--- src/ssrs_defines.svh ---
// ramp shaper register map, field positions, reset values and timing
`ifndef SSRS_DEFINES_SVH
`define SSRS_DEFINES_SVH
// ----------------------------------------
// register offsets (byte addresses)
// ----------------------------------------
`define SSRS_OFF_CTRL     6'h00
`define SSRS_OFF_RISE     6'h04
`define SSRS_OFF_FALL     6'h08
`define SSRS_OFF_SCURVE   6'h0C
`define SSRS_OFF_THRESH   6'h10
`define SSRS_OFF_PRELOAD  6'h14
`define SSRS_OFF_MINSPD   6'h18
`define SSRS_OFF_STATUS   6'h1C
`define SSRS_OFF_OUTPUT   6'h20
`define SSRS_OFF_IRQ_STAT 6'h24
`define SSRS_OFF_IRQ_MASK 6'h28
// ----------------------------------------
// field positions
// ----------------------------------------
`define SSRS_CTRL_HOLD    0
`define SSRS_CTRL_INVERT  1
`define SSRS_CTRL_AUTO    2
`define SSRS_EV_ROSE      0
`define SSRS_EV_FELL      1
`define SSRS_EV_RUN       2
`define SSRS_EV_W         3
// ----------------------------------------
// reset values (0.1 s and 0.01 % units)
// ----------------------------------------
`define SSRS_RST_CTRL     16'h0004
`define SSRS_RST_RISE     16'h0064
`define SSRS_RST_FALL     16'h0064
`define SSRS_RST_SCURVE   16'h00FA
`define SSRS_RST_THRESH   16'h0032
`define SSRS_RST_PRELOAD  16'h0000
`define SSRS_RST_MINSPD   16'h0000
`define SSRS_RST_MASK     3'h0
// ----------------------------------------
// limits and ramp arithmetic
// ----------------------------------------
`define SSRS_TIME_MIN     16'h0001
`define SSRS_TIME_MAX     16'h1770
`define SSRS_PCT_MAX      16'h2710
// stretch = 20000 + 7*s, i.e. 2*10000*(1 + 3.5*s/10000) with s in 0.01 %
`define SSRS_S_BASE       17'h0_4E20
`define SSRS_S_MUL        17'h0_0007
// q16 step numerator: span 10000 * 2*10000 * 1 ms / 0.1 s
`define SSRS_STEP_NUM     40'h1E_8480_0000
// ----------------------------------------
// update period
// ----------------------------------------
`define SSRS_CLK_NS       32'h0000_0005
`define SSRS_UPDATE_NS    32'h000F_4240
`define SSRS_UPDATE_CYCLES (`SSRS_UPDATE_NS / `SSRS_CLK_NS)
`endif

--- src/ssrs_pkg.sv ---
// ramp shaper shared types
`default_nettype none
package ssrs_pkg;
  typedef logic signed [15:0] ssrs_pct_t;
  typedef logic signed [39:0] ssrs_acc_t;
  typedef logic        [15:0] ssrs_word_t;
endpackage : ssrs_pkg
`default_nettype wire

--- src/ssrs_ramp_shaper.sv ---
// speed setpoint ramp shaper with avalon register slave
// Operation
// active flag high while |output - modifier demand| exceeds activity threshold
// with drive enabled, demand magnitude is raised to the minimum-speed floor
// rise_time sets full 100 % traverse, 0.1 to 600.0 s
// fall_time sets full 100 % decrease, 0.1 to 600.0 s
// nonzero s-curve stretches time by (1 + 3.5 * s / 100)
// zero s-curve is linear; up to 100 % rounds start and end
// hold freezes output; release resumes; any reset beats hold
// invert negates the demand before ramping, else it passes unchanged
// output slews toward demand at the programmed rate, never steps
// auto reset loads preload each time the drive becomes enabled
// disabling the drive never triggers the auto reset
// auto reset fires from a run-start flag lasting one update cycle
// external reset holds output at preload, regardless of auto reset
// after external reset release, ramp resumes from preload
// external reset is a level input driven by upstream logic
// step derived from span, time and update period; no overshoot
// rise time used moving away from zero, fall time toward zero
`timescale 1ns/10ps
`include "ssrs_defines.svh"
`default_nettype none
module ssrs_ramp_shaper
  import ssrs_pkg::*;
#(
  parameter int unsigned UPDATE_CYCLES = `SSRS_UPDATE_CYCLES
)(
  input  wire logic        clock,
  input  wire logic        reset_n,
  input  wire logic [5:0]  avs_address,
  input  wire logic        avs_read,
  input  wire logic        avs_write,
  input  wire logic [31:0] avs_writedata,
  input  wire logic [3:0]  avs_byteenable,
  output var  logic [31:0] avs_readdata,
  output logic             avs_waitrequest,
  input  wire ssrs_pct_t   inching_modifier_out,
  input  wire logic        drive_enable,
  input  wire logic        ext_reset,
  output ssrs_pct_t        ramp_output,
  output var  logic        ramp_active,
  output logic             irq
);
  localparam int CW = $clog2(UPDATE_CYCLES + 1);

  // ----------------------------------------
  // helpers
  // ----------------------------------------
  function automatic ssrs_word_t be_merge(input ssrs_word_t old,
                                          input logic [31:0] wd,
                                          input logic [3:0]  be);
    be_merge = {be[1] ? wd[15:8] : old[15:8], be[0] ? wd[7:0] : old[7:0]};
  endfunction : be_merge

  function automatic ssrs_word_t clamp_u(input ssrs_word_t v,
                                         input ssrs_word_t lo,
                                         input ssrs_word_t hi);
    clamp_u = (v < lo) ? lo : ((v > hi) ? hi : v);
  endfunction : clamp_u

  // ----------------------------------------
  // avalon slave, one wait state
  // ----------------------------------------
  logic       ack_r;
  logic [31:0] rd_mux;
  wire        req      = avs_read | avs_write;
  wire        wr_go    = avs_write & ack_r;
  wire        rd_first = avs_read & ~ack_r;
  assign avs_waitrequest = req & ~ack_r;

  wire sel_ctrl   = avs_address == `SSRS_OFF_CTRL;
  wire sel_rise   = avs_address == `SSRS_OFF_RISE;
  wire sel_fall   = avs_address == `SSRS_OFF_FALL;
  wire sel_scurve = avs_address == `SSRS_OFF_SCURVE;
  wire sel_thresh = avs_address == `SSRS_OFF_THRESH;
  wire sel_pre    = avs_address == `SSRS_OFF_PRELOAD;
  wire sel_minspd = avs_address == `SSRS_OFF_MINSPD;
  wire sel_status = avs_address == `SSRS_OFF_STATUS;
  wire sel_output = avs_address == `SSRS_OFF_OUTPUT;
  wire sel_istat  = avs_address == `SSRS_OFF_IRQ_STAT;
  wire sel_imask  = avs_address == `SSRS_OFF_IRQ_MASK;

  ssrs_word_t ctrl_r;
  ssrs_word_t rise_r;
  ssrs_word_t fall_r;
  ssrs_word_t scurve_r;
  ssrs_word_t thresh_r;
  ssrs_pct_t  preload_r;
  ssrs_word_t minspd_r;
  logic [2:0] mask_r;
  logic [2:0] istat_r;
  logic       run_start_r;

  always_ff @(posedge clock)
  begin
    if (!reset_n)
      ack_r <= 1'b0;
    else
      ack_r <= req & ~ack_r;
  end

  // ----------------------------------------
  // configuration registers
  // ----------------------------------------
  wire ssrs_word_t wmerge_rise   = be_merge(rise_r, avs_writedata, avs_byteenable);
  wire ssrs_word_t wmerge_fall   = be_merge(fall_r, avs_writedata, avs_byteenable);
  wire ssrs_word_t wmerge_scurve = be_merge(scurve_r, avs_writedata, avs_byteenable);
  wire ssrs_word_t wmerge_thresh = be_merge(thresh_r, avs_writedata, avs_byteenable);

  always_ff @(posedge clock)
  begin
    if (!reset_n)
    begin
      ctrl_r    <= `SSRS_RST_CTRL;
      rise_r    <= `SSRS_RST_RISE;
      fall_r    <= `SSRS_RST_FALL;
      scurve_r  <= `SSRS_RST_SCURVE;
      thresh_r  <= `SSRS_RST_THRESH;
      preload_r <= `SSRS_RST_PRELOAD;
      minspd_r  <= `SSRS_RST_MINSPD;
      mask_r    <= `SSRS_RST_MASK;
    end
    else if (wr_go)
    begin
      if (sel_ctrl)
        ctrl_r <= be_merge(ctrl_r, avs_writedata, avs_byteenable) & 16'h0007;
      // rise time kept in range
      if (sel_rise)
        rise_r <= clamp_u(wmerge_rise, `SSRS_TIME_MIN, `SSRS_TIME_MAX);
      // fall time kept in range
      if (sel_fall)
        fall_r <= clamp_u(wmerge_fall, `SSRS_TIME_MIN, `SSRS_TIME_MAX);
      // s-curve limited to 100 %
      if (sel_scurve)
        scurve_r <= clamp_u(wmerge_scurve, 16'h0000, `SSRS_PCT_MAX);
      if (sel_thresh)
        thresh_r <= clamp_u(wmerge_thresh, 16'h0000, `SSRS_PCT_MAX);
      if (sel_pre)
        preload_r <= be_merge(preload_r, avs_writedata, avs_byteenable);
      if (sel_minspd)
        minspd_r <= be_merge(minspd_r, avs_writedata, avs_byteenable);
      if (sel_imask && avs_byteenable[0])
        mask_r <= avs_writedata[2:0];
    end
  end

  // ----------------------------------------
  // update tick and run start
  // ----------------------------------------
  logic [CW-1:0] cnt_r;
  logic          en_d_r;
  logic          pend_r;
  wire           tick = cnt_r == CW'(UPDATE_CYCLES - 1);
  // only a rising enable counts, so disabling never resets
  wire           run_now = pend_r | (drive_enable & ~en_d_r);

  always_ff @(posedge clock)
  begin
    if (!reset_n)
    begin
      cnt_r       <= '0;
      en_d_r      <= 1'b0;
      pend_r      <= 1'b0;
      run_start_r <= 1'b0;
    end
    else
    begin
      cnt_r  <= tick ? '0 : cnt_r + 1'b1;
      en_d_r <= drive_enable;
      pend_r <= tick ? 1'b0 : run_now;
      // run flag stands for exactly one update period
      if (tick)
        run_start_r <= run_now;
    end
  end

  // ----------------------------------------
  // demand shaping
  // ----------------------------------------
  ssrs_acc_t   out_r;
  logic [39:0] rate_r;
  wire         hold   = ctrl_r[`SSRS_CTRL_HOLD];
  wire         auto_on = ctrl_r[`SSRS_CTRL_AUTO];
  wire signed [16:0] dem17 = 17'(inching_modifier_out);
  // negate demand when invert is set
  wire signed [16:0] inv_d = ctrl_r[`SSRS_CTRL_INVERT] ? -dem17 : dem17;
  wire [16:0]        inv_abs = inv_d[16] ? 17'(-inv_d) : 17'(inv_d);
  wire [16:0]        min17 = {1'b0, minspd_r};
  // magnitude floor while enabled; sign kept, zero goes positive
  wire               below = drive_enable && (inv_abs < min17);
  wire signed [16:0] target = below ? (inv_d[16] ? -$signed(min17) : $signed(min17)) : inv_d;
  wire ssrs_acc_t    tgt_q = {{7{target[16]}}, target, 16'h0000};
  wire ssrs_acc_t    pre_q = {{8{preload_r[15]}}, preload_r, 16'h0000};

  // ----------------------------------------
  // step size
  // ----------------------------------------
  wire signed [40:0] err     = 41'(tgt_q) - 41'(out_r);
  wire [40:0]        abs_err = err[40] ? 41'(-err) : 41'(err);
  // away from zero uses rise time, toward zero fall time
  wire               use_rise = (out_r == '0) || (out_r[39] == err[40]);
  wire ssrs_word_t   tsel     = use_rise ? rise_r : fall_r;
  // time stretched by 1 + 3.5 * s / 100
  wire [16:0]        stretch  = `SSRS_S_BASE + 17'(scurve_r) * `SSRS_S_MUL;
  wire [32:0]        den      = 33'(tsel) * 33'(stretch);
  // q16 step from span, time and update period
  wire [39:0]        step_q   = `SSRS_STEP_NUM / 40'(den);
  // s-curve: rate eases in, and eases out near the target
  wire [39:0]        soft_up  = rate_r + (step_q >> 4) + 40'h00_0000_0001;
  wire [39:0]        soft_end = 40'(abs_err >> 3) + 40'h00_0000_0001;
  wire [39:0]        soft_a   = (soft_up < step_q) ? soft_up : step_q;
  wire [39:0]        soft_r   = (soft_end < soft_a) ? soft_end : soft_a;
  // zero s-curve gives the plain linear rate
  wire [39:0]        rate_use = (scurve_r == 16'h0000) ? step_q : soft_r;
  // last step lands exactly on target
  wire               reach    = abs_err <= 41'(rate_use);
  wire ssrs_acc_t    out_step = reach ? tgt_q :
                                (err[40] ? out_r - $signed(rate_use)
                                         : out_r + $signed(rate_use));
  wire               auto_hit = tick & auto_on & run_now;

  // ----------------------------------------
  // output integrator
  // ----------------------------------------
  always_ff @(posedge clock)
  begin
    if (!reset_n)
    begin
      out_r  <= '0;
      rate_r <= '0;
    end
    // external reset level pins output at preload
    else if (ext_reset)
    begin
      out_r  <= pre_q;
      rate_r <= '0;
    end
    // run start loads preload when auto reset is on
    else if (auto_hit)
    begin
      out_r  <= pre_q;
      rate_r <= '0;
    end
    // hold freezes, rate restarts softly on release
    else if (tick && hold)
      rate_r <= '0;
    // slew from wherever output stands
    else if (tick)
    begin
      out_r  <= out_step;
      rate_r <= reach ? '0 : rate_use;
    end
  end

  assign ramp_output = out_r[31:16];

  // ----------------------------------------
  // activity flag and events
  // ----------------------------------------
  wire signed [17:0] dd     = 18'(inching_modifier_out) - 18'(ramp_output);
  wire [17:0]        abs_dd = dd[17] ? 18'(-dd) : 18'(dd);
  // compare against modifier output, not shaped target
  wire               act_nxt = abs_dd > 18'(thresh_r);
  wire [2:0]         ev = {tick & run_now, ramp_active & ~act_nxt,
                           ~ramp_active & act_nxt};
  // a read clears, but an event on the same edge survives
  wire [2:0]         iclr = (rd_first && sel_istat) ? 3'h7 : 3'h0;

  always_ff @(posedge clock)
  begin
    if (!reset_n)
    begin
      ramp_active <= 1'b0;
      istat_r     <= '0;
    end
    else
    begin
      ramp_active <= act_nxt;
      istat_r     <= (istat_r & ~iclr) | ev;
    end
  end

  assign irq = |(istat_r & mask_r);

  // ----------------------------------------
  // read data
  // ----------------------------------------
  assign rd_mux = sel_ctrl   ? {16'h0000, ctrl_r}   :
                  sel_rise   ? {16'h0000, rise_r}   :
                  sel_fall   ? {16'h0000, fall_r}   :
                  sel_scurve ? {16'h0000, scurve_r} :
                  sel_thresh ? {16'h0000, thresh_r} :
                  sel_pre    ? {16'h0000, preload_r} :
                  sel_minspd ? {16'h0000, minspd_r} :
                  sel_status ? {29'h0, ext_reset, run_start_r, ramp_active} :
                  sel_output ? {16'h0000, ramp_output} :
                  sel_istat  ? {29'h0, istat_r} :
                  sel_imask  ? {29'h0, mask_r} : 32'h0000_0000;

  always_ff @(posedge clock)
  begin
    if (!reset_n)
      avs_readdata <= '0;
    else if (rd_first)
      avs_readdata <= rd_mux;
  end

  // ----------------------------------------
  // checks
  // ----------------------------------------
  chk_active_flag:
    assert property (@(posedge clock) disable iff (!reset_n)
      1'b1 |=> ramp_active == ($past(abs_dd) > 18'($past(thresh_r))))
    else $error("activity flag disagrees with threshold");

  chk_min_floor:
    assert property (@(posedge clock) disable iff (!reset_n)
      drive_enable |-> ((target[16] ? 17'(-target) : 17'(target)) >= min17))
    else $error("demand below minimum speed while enabled");

  chk_time_range:
    assert property (@(posedge clock) disable iff (!reset_n)
      rise_r >= `SSRS_TIME_MIN && rise_r <= `SSRS_TIME_MAX
      && fall_r >= `SSRS_TIME_MIN && fall_r <= `SSRS_TIME_MAX)
    else $error("ramp time out of range");

  chk_linear_rate:
    assert property (@(posedge clock) disable iff (!reset_n)
      (scurve_r == 16'h0000) |-> den == 33'(tsel) * 33'(`SSRS_S_BASE)
      && rate_use == step_q)
    else $error("linear ramp rate wrong");

  chk_hold_freeze:
    assert property (@(posedge clock) disable iff (!reset_n)
      (hold && !ext_reset && !auto_hit) [*2] |-> $stable(out_r))
    else $error("output moved during hold");

  chk_invert_demand:
    assert property (@(posedge clock) disable iff (!reset_n)
      (ctrl_r[`SSRS_CTRL_INVERT] && !drive_enable) |-> target == -dem17)
    else $error("invert not applied");

  chk_between_ticks:
    assert property (@(posedge clock) disable iff (!reset_n)
      (!tick && !ext_reset) |=> $stable(out_r))
    else $error("output moved between updates");

  chk_auto_reset:
    assert property (@(posedge clock) disable iff (!reset_n)
      (auto_hit && !ext_reset) |=> out_r == $past(pre_q) && run_start_r)
    else $error("auto reset did not load preload");

  chk_run_pulse:
    assert property (@(posedge clock) disable iff (!reset_n)
      $changed(run_start_r) |-> $past(tick))
    else $error("run flag changed off the update tick");

  chk_ext_reset:
    assert property (@(posedge clock) disable iff (!reset_n)
      ext_reset |=> ramp_output == $past(preload_r))
    else $error("external reset did not hold preload");

  chk_no_overshoot:
    assert property (@(posedge clock) disable iff (!reset_n)
      (tick && !hold && !ext_reset && !auto_hit && !err[40])
      |=> out_r <= $past(tgt_q))
    else $error("ramp overshot its target");

  chk_one_wait:
    assert property (@(posedge clock) disable iff (!reset_n)
      (req && avs_waitrequest) |=> !avs_waitrequest)
    else $error("waitrequest held more than one cycle");

endmodule : ssrs_ramp_shaper
`default_nettype wire

--- config.mk ---
export PLATFORM = sky130hd
export DESIGN_NAME = ssrs_ramp_shaper
export DESIGN_NICKNAME = d
export VERILOG_FILES = /design/src/ssrs_pkg.sv /design/src/ssrs_ramp_shaper.sv
export VERILOG_INCLUDE_DIRS = /design/src
export SDC_FILE = /design/constraint.sdc
export NUM_CORES = 2
export LEC_CHECK = 0
export ABC_AREA = 1
export BUFFER_PORTS_ARGS = -buffer_cell sky130_fd_sc_hd__buf_2
export CORE_ASPECT_RATIO = 0.5
export CORE_MARGIN = 1
export CORE_UTILIZATION = 40
export DETAILED_ROUTE_END_ITERATION = 6
export PLACE_DENSITY = 0.58
export SYNTH_ARGS = -nofsm -noshare
export SYNTH_HDL_FRONTEND = slang
export SYNTH_SLANG_ARGS = --single-unit
--- constraint.sdc ---
create_clock -name clock -period 160.4 [get_ports clock]
set_input_delay 16.04 -clock clock [delete_from_list [all_inputs] [get_ports clock]]
set_output_delay 16.04 -clock clock [all_outputs]
set_load 0.05 [all_outputs]
==> metrics.txt <==
Fin. Hold Viols=0; crit end category=flip-flop; Nets=between 10k and 15k; Most common cell on crit path=nand2_1; Clock Sinks=approximately 220; via count=roughly 85k; Post-synth EDFFs=0; Initial Utilization=around two fifths; # IOs=approximately 120; status=finished, final reports clean; Critical-path top delay cell=nand2_4; TritonRoute pass-1 iters=7; Die Span Y=~320 um; Buffers on Ports=80; Async S/R FF share, synth=0%; clock buffer depth=3; Final Cycle Share=around nine tenths; routed len/inst=around 18 um; DRC Markers=0; Arrival @ worst endpoint=between 100 and 150 ns; Rel. slew slack=about 26%; RSZ-0062 raised after global routing=false; final setup fails=0; CTS tree=yes; main area contributors after synthesis=ha_1, nand2_1, inv_1; Post-CTS Setup Bufs=0; layout cells sized above 1=6.11%; worst-skew pair later-pin latency=about 0.63 ns; Slew Viols, Final=0; crit path kind=input port to flip-flop; DIE AREA=between 0.2 and 0.25 mm2; routability-driven placement congestion ratio=0.989; die width=approximately 640 um; largest area contributor in the netlist=ha_1; dpl hpwl=roughly 230000 um; total track usage=26.8%; vias in the first global route=roughly 77k; # Max-Cap Violations=0; most frequent cells in the layout=nand2_1, inv_1, nor2_1, a21oi_1, ha_1; Final min period=147.52 ns; Yosys warnings=0; delay of the slowest cell on the worst path=between 0.6 and 0.7 ns; Tightest Hold Check Type=flip-flop to flip-flop; # H-tree levels=1; Synth Cell Area=around 0.081 mm2; top fanout value on the critical path=60; core area=about 0.2 mm2; FP Rows=116; CP required=~160 ns; largest net degree at the start of global routing=61; commonest non-fill, non-tap cell in the layout=nand2_1; worst hold slack=between 0.4 and 0.5 ns; initial antenna violation count=7; Overflow after GRT=0; Worst-Margin Slew=around 1.1 ns; Setup crit start kind=input port; Yosys reg bits=~220; Syn-to-layout area delta=5.06%; Netlist cell types=113; initial drt markers=roughly 7.4k; syn avg cell area=~6 um2; Worst-path clk slew=0.06 ns; Clock Tree Root=clkbuf_16; first-pass GRT wire length=436000 um; worst clock skew=0.0191 ns; Max Clock Freq=~0.0068 GHz; ANT nets after route=0; drt total wl=about 280000 um; Via density=~5.4; Synth top area share=about 18%; cell count after synthesis=between 10k and 15k; R2R setup slack=~28 ns; setup_tns=0 ns; Main synth FF type=dfxtp_1; CTS Buf Count=29; sequential fraction of the synthesis area=between 5 and 6%; Hold-fix buffers, CTS=0
[final timing paths]
kind | endpoint | cells past startpoint | start
worst max-delay path | out_r[39] | 945 | inching_modifier_out[0]
worst max register to register | out_r[39] | 750 | ctrl_r[1]
worst min register to register | cnt_r[0] | 1 | cnt_r[0]
worst min-delay path | cnt_r[0] | 1 | cnt_r[0]
[Yosys cell counts (16+ instances only)]
master,count
o21ai_2,24
a21oi_1,1197
o21bai_1,76
nand3_2,60
inv_2,52
buf_6,21
o21ai_0,854
o22ai_1,25
xnor2_1,386
or2_2,72
clkinv_1,32
nand2_1,2948
nor2_2,37
nor4_1,48
fa_1,227
o41ai_1,16
inv_1,1766
o211ai_1,72
clkbuf_1,185
buf_4,36
nand2_4,40
o31ai_1,49
a21o_1,49
o21a_1,32
a221oi_1,23
o221ai_1,29
nand3_1,527
nand2_2,112
buf_1,33
a31oi_1,80
a211oi_1,61
clkbuf_8,26
nor2_1,1236
ha_1,1165
and2_1,16
o2111ai_1,16
nor2_4,18
xor2_1,543
dfxtp_1,224
nor3_1,154
o21ai_1,95
nand3b_1,25
nand4_1,157
[critical path: cells and delay by family]
family,cells,cell delay (ns)
buffers and inverters,148,22.57
XOR/XNOR,4,0.66
AO/OA/AOI/OAI,333,65.86
adder cells (fa/ha/maj),59,21.83
AND/OR/NAND/NOR,401,50.97
[cell type report]
type / instances / area, um2
repair buffers: 198 / 1290
clock inverters: 15 / 165
diodes: 1 / 2.50
repair inverters: 1 / 7.51
flip-flops and latches: 224 / 4480
fillers: 21900 / 115000
multi-input cells: 10700 / 67400
inverters: 1860 / 7070
clock buffers: 39 / 833
well taps: 2655 / 3320
[routing by layer]
metal	GRT usage (%)	part of all wire, %
met5	0	0.020
met4	6.84	3.0
met3	3.06	7.0
met2	40.9	41
met1	39.5	49
[cell families (layout without fill, tap and decap cells)]
group                      count (synthesis)  count (layout)  synth area share (%)
and+or+nand+nor                         5498            5498                  29.5
AOI/OAI and AO/OA                       2807            2807                  19.9
buffers and inverters                   2184            2113                  11.1
adders and majority gates               1392            1392                  23.7
xor gates and xnor gates                 929             929                  10.1
DFF                                      224             224                  5.57
muxes                                      8               8                 0.101
other                                      1              19               0.00466
[registers in the layout, summed over array words and instances (netlist names), 16 cells and up]
name	count
avs_readdata	16
cnt_r	18
fall_r	16
minspd_r	16
out_r	40
preload_r	16
rate_r	40
rise_r	16
scurve_r	16
thresh_r	16
[per-stage QoR]
| stage | cell area [um2] | setup WS (ns) | utilization [%] | std cells |
|---|---|---|---|---|
| detailed placement | 83500 | 9.25 | 41.7 | 15600 |
| global route | 84600 | 0.0307 | 42.3 | 15600 |
| finish | 84600 | 12.88 | 42.3 | 15600 |
| global placement | 83500 | 9.76 | 41.7 | 15600 |
| CTS | 84500 | 9.48 | 42.2 | 15600 |
| floorplan | 80600 | 34.40 | - | 13100 |
[what timing repair did]
item,4_1_cts,5_1_grt
endpoints found under the hold margin,0,0
setup endpoints to repair,0,80
resized for setup,0,47
Power is not shown: default switching activity piles up to over one toggle a cycle in this logic, so the estimate is an artifact.
